==> config.mk <==
export PLATFORM = sky130hd
export DESIGN_NAME = rltco_top
export DESIGN_NICKNAME = d
export VERILOG_FILES = /design/src/verilog/rltco_pkg.sv /design/src/verilog/rltco_top.sv
export VERILOG_INCLUDE_DIRS = /design/src /design/src/verilog
export SDC_FILE = /design/constraint.sdc
export NUM_CORES = 1
export LEC_CHECK = 0
export ABC_CLOCK_PERIOD_IN_PS = 7600
export BUFFER_PORTS_ARGS = -buffer_cell sky130_fd_sc_hd__buf_4
export CELL_PAD_IN_SITES_DETAIL_PLACEMENT = 1
export CELL_PAD_IN_SITES_GLOBAL_PLACEMENT = 1
export CORE_MARGIN = 2
export CORE_UTILIZATION = 40
export DETAILED_ROUTE_END_ITERATION = 6
export PLACE_DENSITY = 0.7
export SYNTH_ARGS = -nofsm -noshare
export SYNTH_HDL_FRONTEND = slang
export SYNTH_SLANG_ARGS = --single-unit
==> constraint.sdc <==
create_clock -name ref_clk_i -period 7.6 [get_ports ref_clk_i]
set_clock_uncertainty 0.15 [all_clocks]
set_input_delay 0.76 -clock ref_clk_i [delete_from_list [all_inputs] [get_ports ref_clk_i]]
set_output_delay 0.76 -clock ref_clk_i [all_outputs]
set_load 0.1 [all_outputs]
==> src/verilog/rltco_cfg.svh <==
`ifndef RLTCO_CFG_SVH
`define RLTCO_CFG_SVH
// ----------------------------------------
// register offsets
// ----------------------------------------
`define RLTCO_OFS_CTRL 3'h0
`define RLTCO_OFS_MODE 3'h1
`define RLTCO_OFS_CNTL 3'h2
`define RLTCO_OFS_CNTH 3'h3
`define RLTCO_OFS_RELL 3'h4
`define RLTCO_OFS_RELH 3'h5
// ----------------------------------------
// control bits
// ----------------------------------------
`define RLTCO_B_OVF 7
`define RLTCO_B_EXF 6
`define RLTCO_B_RXS 5
`define RLTCO_B_TXS 4
`define RLTCO_B_EXEN 3
`define RLTCO_B_RUN 2
`define RLTCO_B_CNT 1
`define RLTCO_B_CAP 0
`define RLTCO_B_OE 1
`define RLTCO_B_UDEN 0
// ----------------------------------------
// reset values and timing
// ----------------------------------------
`define RLTCO_CTRL_RST 8'h00
`define RLTCO_MODE_RST 2'h0
`define RLTCO_WORD_RST 16'h0000
`define RLTCO_WORD_TOP 16'hFFFF
`define RLTCO_OSC_DIV 12
`endif

==> src/verilog/rltco_pkg.sv <==
package rltco_pkg;
    typedef enum logic [1:0] {
        RLTCO_RELOAD = 2'b00,
        RLTCO_CAPTURE = 2'b01,
        RLTCO_BAUD = 2'b10
    } rltco_mode_t;
endpackage

==> src/verilog/rltco_top.sv <==
// Strobed register access and the placing of the registers were decided locally.
`timescale 1ns/1ns
`default_nettype none
`include "rltco_cfg.svh"
// Contract
// RQ1 - count is two cascaded bytes
// RQ2 - source is clock/12 or pin edges
// RQ3 - count only while run is set
// RQ4 - capture, reload and baud modes
// RQ5 - up/down enable takes direction from pin
// RQ6 - up overflow at FFFF sets flag
// RQ7 - up overflow loads reload pair
// RQ8 - down underflow when count equals reload
// RQ9 - underflow sets flag, loads FFFF
// RQ10 - external flag toggles, no interrupt
// RQ11 - clock-out counts at half clock
// RQ12 - clock-out reloads at each overflow
// RQ13 - clock-out overflows raise no interrupt
// RQ14 - pin clock is clk/(4*(65536-reload))
// RQ15 - software orders clock-out setup
// RQ16 - baud and clock-out share reload
// RQ17 - flag set only if serial selects clear
// RQ18 - serial select forces reload mode
// RQ19 - trigger edge sets external flag; the code sets it only while both serial selects are clear and up/down is off
// RQ20 - output enable turns pin into output
// RQ21 - capture copies count into reload
// RQ22 - pin synchronised, falling edge counts
module rltco_top #(
    parameter int OSC_DIV = `RLTCO_OSC_DIV
) (
    input wire logic ref_clk_i,
    input wire logic arst_n_i,
    input wire logic [2:0] reg_addr_i,
    input wire logic [7:0] reg_wdata_i,
    input wire logic reg_wr_i,
    input wire logic reg_rd_i,
    output logic [7:0] reg_rdata_o,
    input wire logic count_clock_pin_i,
    output logic count_clock_pin_o,
    output logic count_clock_pin_oe_o,
    input wire logic direction_trigger_input_i,
    output logic irq_o,
    output logic baud_tick_o
);

// ----------------------------------------
// register state
// ----------------------------------------
logic [7:0] ctrl_q, rdata_q;
logic [1:0] mode_q;
logic [7:0] count_low_byte_q, count_high_byte_q;
logic [7:0] reload_low_byte_q, reload_high_byte_q;
logic baud_q, clk_out_q;

function automatic logic wr_hit(
    input logic we,
    input logic [2:0] a,
    input logic [2:0] ofs
);
    wr_hit = we && (a == ofs);
endfunction

logic wr_ctrl, wr_mode, wr_cntl, wr_cnth, wr_rell, wr_relh;
assign wr_ctrl = wr_hit(reg_wr_i, reg_addr_i, `RLTCO_OFS_CTRL);
assign wr_mode = wr_hit(reg_wr_i, reg_addr_i, `RLTCO_OFS_MODE);
assign wr_cntl = wr_hit(reg_wr_i, reg_addr_i, `RLTCO_OFS_CNTL);
assign wr_cnth = wr_hit(reg_wr_i, reg_addr_i, `RLTCO_OFS_CNTH);
assign wr_rell = wr_hit(reg_wr_i, reg_addr_i, `RLTCO_OFS_RELL);
assign wr_relh = wr_hit(reg_wr_i, reg_addr_i, `RLTCO_OFS_RELH);

logic overflow_flag, external_flag, serial_sel, external_trigger_enable;
logic run_control, counter_not_timer_select, capture_not_reload_select;
logic clock_output_enable, up_down_enable;
assign overflow_flag = ctrl_q[`RLTCO_B_OVF];
assign external_flag = ctrl_q[`RLTCO_B_EXF];
assign serial_sel = ctrl_q[`RLTCO_B_RXS] | ctrl_q[`RLTCO_B_TXS];
assign external_trigger_enable = ctrl_q[`RLTCO_B_EXEN];
assign run_control = ctrl_q[`RLTCO_B_RUN];
assign counter_not_timer_select = ctrl_q[`RLTCO_B_CNT];
assign capture_not_reload_select = ctrl_q[`RLTCO_B_CAP];
assign clock_output_enable = mode_q[`RLTCO_B_OE];
assign up_down_enable = mode_q[`RLTCO_B_UDEN];

logic [15:0] cnt, reload;
assign cnt = {count_high_byte_q, count_low_byte_q};
assign reload = {reload_high_byte_q, reload_low_byte_q};

// ----------------------------------------
// pin synchronisers
// ----------------------------------------
logic pin_s1_q, pin_s2_q, pin_s3_q, dir_s1_q, dir_s2_q, dir_s3_q;
always_ff @(posedge ref_clk_i or negedge arst_n_i) begin
    if (!arst_n_i) begin
        {pin_s3_q, pin_s2_q, pin_s1_q} <= 3'h7;
        {dir_s3_q, dir_s2_q, dir_s1_q} <= 3'h7;
    end else begin
        {pin_s3_q, pin_s2_q, pin_s1_q} <= {pin_s2_q, pin_s1_q,
            count_clock_pin_i};
        {dir_s3_q, dir_s2_q, dir_s1_q} <= {dir_s2_q, dir_s1_q,
            direction_trigger_input_i};
    end
end

logic pin_fall, dir_fall;
assign pin_fall = pin_s3_q && !pin_s2_q; // RQ22
assign dir_fall = dir_s3_q && !dir_s2_q;

// ----------------------------------------
// prescalers
// ----------------------------------------
logic [3:0] div_q;
logic half_q, div_tick;
assign div_tick = (div_q == 4'(OSC_DIV - 1));
always_ff @(posedge ref_clk_i or negedge arst_n_i) begin
    if (!arst_n_i) begin
        div_q <= 4'h0;
        half_q <= 1'b0;
    end else begin
        div_q <= div_tick ? 4'h0 : div_q + 4'h1;
        half_q <= !half_q;
    end
end

// ----------------------------------------
// mode and count events
// ----------------------------------------
rltco_pkg::rltco_mode_t mode;
always_comb begin
    if (serial_sel) begin
        mode = rltco_pkg::RLTCO_BAUD; // RQ18
    end else if (capture_not_reload_select) begin
        mode = rltco_pkg::RLTCO_CAPTURE; // RQ4
    end else begin
        mode = rltco_pkg::RLTCO_RELOAD;
    end
end

logic fast_src, src_ev, tick;
// in timer mode, clock-out and baud run from the half-rate clock, else clock/12
assign fast_src = clock_output_enable || serial_sel;
always_comb begin
    if (counter_not_timer_select) begin
        src_ev = pin_fall; // RQ2
    end else if (fast_src) begin
        src_ev = half_q; // RQ11
    end else begin
        src_ev = div_tick; // RQ2
    end
end
assign tick = run_control && src_ev; // RQ3

logic updn, down, ovf, trig;
assign updn = up_down_enable && (mode == rltco_pkg::RLTCO_RELOAD);
assign down = updn && !dir_s2_q; // RQ5
always_comb begin
    if (down) begin
        ovf = tick && (cnt == reload); // RQ8
    end else begin
        ovf = tick && (cnt == `RLTCO_WORD_TOP); // RQ6
    end
end
// in up/down mode the trigger pin is the direction, not a trigger
assign trig = external_trigger_enable && !serial_sel && !updn
    && dir_fall;

// ----------------------------------------
// count registers
// ----------------------------------------
logic [15:0] cnt_d;
always_comb begin
    cnt_d = cnt;
    if (ovf) begin
        case (mode)
            rltco_pkg::RLTCO_CAPTURE: cnt_d = `RLTCO_WORD_RST;
            rltco_pkg::RLTCO_RELOAD: begin
                cnt_d = down ? `RLTCO_WORD_TOP : reload; // RQ7 RQ9
            end
            rltco_pkg::RLTCO_BAUD: cnt_d = reload; // RQ12 RQ16
            default: cnt_d = reload;
        endcase
    end else if (tick) begin
        cnt_d = down ? cnt - 16'h0001 : cnt + 16'h0001; // RQ1
    end
    if (trig && mode == rltco_pkg::RLTCO_RELOAD) begin
        cnt_d = reload;
    end
end

// software writes win over counting
always_ff @(posedge ref_clk_i or negedge arst_n_i) begin
    if (!arst_n_i) begin
        count_low_byte_q <= 8'h00;
        count_high_byte_q <= 8'h00;
    end else begin
        count_low_byte_q <= wr_cntl ? reg_wdata_i : cnt_d[7:0];
        count_high_byte_q <= wr_cnth ? reg_wdata_i : cnt_d[15:8];
    end
end

// ----------------------------------------
// reload / capture registers
// ----------------------------------------
logic cap_ev;
assign cap_ev = trig && (mode == rltco_pkg::RLTCO_CAPTURE);
always_ff @(posedge ref_clk_i or negedge arst_n_i) begin
    if (!arst_n_i) begin
        reload_low_byte_q <= 8'h00;
        reload_high_byte_q <= 8'h00;
    end else begin
        if (wr_rell) begin
            reload_low_byte_q <= reg_wdata_i;
        end else if (cap_ev) begin
            reload_low_byte_q <= count_low_byte_q; // RQ21
        end
        if (wr_relh) begin
            reload_high_byte_q <= reg_wdata_i;
        end else if (cap_ev) begin
            reload_high_byte_q <= count_high_byte_q; // RQ21
        end
    end
end

// ----------------------------------------
// control and mode registers
// ----------------------------------------
logic ovf_set, exf_set, exf_tgl, exf_base, tf_base;
assign ovf_set = ovf && !serial_sel && !clock_output_enable; // RQ17 RQ13
assign exf_set = trig; // RQ19
assign exf_tgl = ovf && updn; // RQ10
assign exf_base = wr_ctrl ? reg_wdata_i[`RLTCO_B_EXF] : external_flag;
assign tf_base = wr_ctrl ? reg_wdata_i[`RLTCO_B_OVF] : overflow_flag;

// hardware set wins over a software clear in the same cycle
always_ff @(posedge ref_clk_i or negedge arst_n_i) begin
    if (!arst_n_i) begin
        ctrl_q <= `RLTCO_CTRL_RST;
    end else begin
        if (wr_ctrl) begin
            ctrl_q[5:0] <= reg_wdata_i[5:0];
        end
        ctrl_q[`RLTCO_B_OVF] <= tf_base || ovf_set; // RQ6 RQ17
        ctrl_q[`RLTCO_B_EXF] <= exf_set || (exf_base ^ exf_tgl);
    end
end

always_ff @(posedge ref_clk_i or negedge arst_n_i) begin
    if (!arst_n_i) begin
        mode_q <= `RLTCO_MODE_RST;
    end else if (wr_mode) begin
        mode_q <= reg_wdata_i[1:0];
    end
end

// ----------------------------------------
// clock output and serial tick
// ----------------------------------------
always_ff @(posedge ref_clk_i or negedge arst_n_i) begin
    if (!arst_n_i) begin
        clk_out_q <= 1'b0;
        baud_q <= 1'b0;
    end else begin
        // one toggle per overflow gives half the overflow rate
        if (ovf && clock_output_enable) begin
            clk_out_q <= !clk_out_q; // RQ14
        end
        baud_q <= ovf && serial_sel; // RQ16
    end
end

assign count_clock_pin_o = clk_out_q;
assign count_clock_pin_oe_o = clock_output_enable; // RQ20
assign baud_tick_o = baud_q;
// external flag does not interrupt in up/down mode
assign irq_o = overflow_flag || (external_flag && !up_down_enable);

// ----------------------------------------
// read port
// ----------------------------------------
always_ff @(posedge ref_clk_i or negedge arst_n_i) begin
    if (!arst_n_i) begin
        rdata_q <= 8'h00;
    end else if (reg_rd_i) begin
        case (reg_addr_i)
            `RLTCO_OFS_CTRL: rdata_q <= ctrl_q;
            `RLTCO_OFS_MODE: rdata_q <= {6'h00, mode_q};
            `RLTCO_OFS_CNTL: rdata_q <= count_low_byte_q;
            `RLTCO_OFS_CNTH: rdata_q <= count_high_byte_q;
            `RLTCO_OFS_RELL: rdata_q <= reload_low_byte_q;
            `RLTCO_OFS_RELH: rdata_q <= reload_high_byte_q;
            default: rdata_q <= 8'h00;
        endcase
    end else begin
        rdata_q <= 8'h00;
    end
end
assign reg_rdata_o = rdata_q;

logic no_cnt_wr;
assign no_cnt_wr = !wr_cntl && !wr_cnth;
endmodule
`default_nettype wire
==> key figures <==
Yosys
  – Synth area leader: dfrtp_1
  – Ys async rst share: 100%
  – Synth Cell Area: 4790 sq um
  – Synth cell types: 74
  – Post-Syn Area per Cell: 8.34 sq um
  – Number of flops mapped to enable cells by yosys: 0
  – Syn nets: 594
  – Seq/Total Area, Yosys: 33.0%
  – Yosys reg bits: 63
  – Simple-Gate Fraction of Synth Area: 24.0%
  – Post-synth top area share: 29.8%
  – Synth Area in XOR/XNOR: 4.02%
  – Synth top area cells: dfrtp_1 (30%), mux2i_1 (7.5%), a21oi_1 (4.7%)
  – Largest family of logic cells by synthesized area: simple AND/OR/NAND/NOR gates
  – Mapped Cells: 575
  – Syn. warnings: 0
  – Synth Area in Compound Gates: 21.9%
  – Adder-cell share of the synthesized area: 0.522%
  – Dominant synthesized flop cell: dfrtp_1
  – Multiplexer share of the synthesized area: 10.3%

Drt
  – Initial DRT Pass Iterations: 5
  – DR DRC count: 0
  – Drt total wl: 18.1 mm
  – Initial DRC count: 471
  – Vias/cell: 6.65
  – Routed Antenna Nets: 0
  – DR WL/cell: 25.4 um
  – Vias post-DR: 4,734

Worst setup path
  – Reg2Reg Depth: 11
  – Worst path required time: 7700 ps
  – Critical path class: reg -> reg
  – Critical Path Start Type: flop
  – Crit path max fanout: 26
  – Worst EP arrival: 4220 ps
  – CP Capture Type: flop

Timing
  – Slew of the pin with the lowest slew margin: 1140 ps
  – Min cycle time layout: 4120 ps
  – Max Clk Rate: 243 MHz
  – Setup TNS: 0 ps
  – Hold Violations, Final: 0
  – Crit share post-route: 54.2%
  – RSZ-0062 raised after global routing: no
  – Max-slew headroom: 23.8%
  – Final slew viol count: 0
  – Final setup vio count: 0
  – Setup WS post-layout: 3480 ps

Cells and area
  – Total Nets Final: 583
  – # fillers: 1,372
  – Layout cell share with drive strength beyond 1: 14.8%
  – Layout overhead on the synthesized area: 10.2%
  – Final std cells w/o fill: 712
  – Most frequent cells in the layout: dfrtp_1 (57), nand2_1 (55), nor2_1 (51), a21oi_1 (45), mux2i_1 (36)
  – Diodes inserted: 0
  – Most common cell after layout, fill and taps aside: dfrtp_1

Clock network
  – Clock Latency Late Sink: 350 ps
  – Clock transition at path regs: 60 ps
  – Cts bufs inserted: 9
  – CTS H-Tree Depth: 3
  – CTS-repair resized insts: 0
  – Post-CTS Setup Bufs: 0
  – Clock sinks: 63
  – CTS Hold Bufs: 0
  – CTS tree: built
  – Root buf cell: clkbuf_16
  – Clock buffer depth: 2

Die
  – Number of top-level pins: 29
  – Starting Density: 41.4%
  – Row count: 39
  – Total die area: 12,900 sq um
  – Core area: 11,600 sq um
  – Die height: 113 um
  – DIE WIDTH: 113 um

Global route
  – Vias in the first global route: 4,648
  – First-pass GRT wire length: 27.9 mm
  – Total grt overflow: 0
  – Largest net degree at the start of global routing: 64
  – GRT Overall Usage: 28.7%
  – Initial antenna violation count: 1

Place
  – Port buffer count: 28
  – Place WS: 3550 ps
  – Post-placement cell count: 696
  – Placer congestion estimate: 0.913
  – DPL Wire Length: 12.5 mm

Flow run
  – Max Cap Viol: 0

Pwr
  – VDD IR max: 169 uV
  – Pleak: 0.00207 uW
  – Overall power: 1700 uW
  – Power Dens Cells: 321 nW/um^2

Hold path
  – Hold path cells: 0
  – Worst Hold Class: reg -> reg

Status
  – Status: complete, no violations
-- report_power, final --
group	internal (uW)	switching (uW)	leakage, uW
clock network	298	163	0.000163
logic	243	337	0.00114
registers	409	245	0.000764
-- sequential cells by signal, summed over array words and instances, names as in the netlist, 2 cells and up --
signal and flops:
ctrl_q 8, mode_q 2, reload_low_byte_q 8, reload_high_byte_q 8, div_q 4, reg_rdata_o 8, count_low_byte_q 8, count_high_byte_q 8
-- Yosys cell counts, drive strengths merged (4+ instances only) --
library cell and instances:
dfrtp 57, nand2 55, nor2 53, a21oi 45, clkbuf 38, mux2i 36, o21ai 27, nor3 22
xnor2 18, buf 15, nand4 14, nand3 13, a31oi 12, a22oi 11, mux2 11, o211ai 11
nand2b 10, nor4 10, and3 9, inv 9, o31ai 8, a211oi 6, dfstp 6, o22ai 6
or3 6, and2 5, a21o 4, a221o 4, nor2b 4, or2 4, xor2 4
-- cells by family after synthesis --
group,after synthesis
AO/OA/AOI/OAI,157
XOR/XNOR,22
adder cells (fa/ha/maj),2
buffers and inverters,62
flip-flops,63
multiplexers,47
AND/OR/NAND/NOR,222
-- path summary, 6_finish.rpt --
path	slack (ps)	endpoint	startpoint
setup reg to reg	3480	count_low_byte_q[4]	ctrl_q[5]
min in group asynchronous	350	reload_low_byte_q[5]	arst_n_i
max in group asynchronous	6350	count_low_byte_q[7]	arst_n_i
hold reg to reg	200	pin_s2_q	pin_s1_q
hold / removal	200	pin_s2_q	pin_s1_q
setup / recovery	3480	count_low_byte_q[4]	ctrl_q[5]
-- critical path: stages, from the launching register on --
cell,delay [ps]
dfrtp_1,500
or4b_1,830
nor2_4,610
xnor2_1,140
ha_1,270
or3_1,390
a31oi_1,240
a21oi_1,90
xor2_1,210
nor3_1,60
mux2_4,290
o31ai_1,230
-- layout make-up --
| class | count | area [sq um] | share of cell area, % |
|---|---|---|---|
| repair buffers | 31 | 233 | 4.40 |
| clock inverters | 6 | 91.3 | 1.73 |
| inverters | 9 | 33.8 | 0.639 |
| clock buffers | 10 | 239 | 4.52 |
| multi-input cells | 450 | 2920 | 55.3 |
| well taps | 143 | 179 | 3.39 |
| flip-flops and latches | 63 | 1580 | 30.0 |
-- routing by layer --
layer | routed length, um | global-route usage (%) | up-vias
met5 | 0 | 0 | -
met4 | 480 | 10.4 | 0
met3 | 1280 | 6.27 | 47
met2 | 8380 | 45.7 | 199
met1 | 7970 | 38.7 | 2389
li1 | - | - | 2099
-- metrics by stage --
step	area, sq um	utilization [%]	hold slack [ps]
4_1_cts	5280	45.7	206
3_3_place_gp	4950	42.8	196
3_5_place_dp	4950	42.8	197
6_report	5280	45.7	204
2_1_floorplan	4790	-	195
5_1_grt	5280	45.7	212
(Power assumes the default switching activity.)
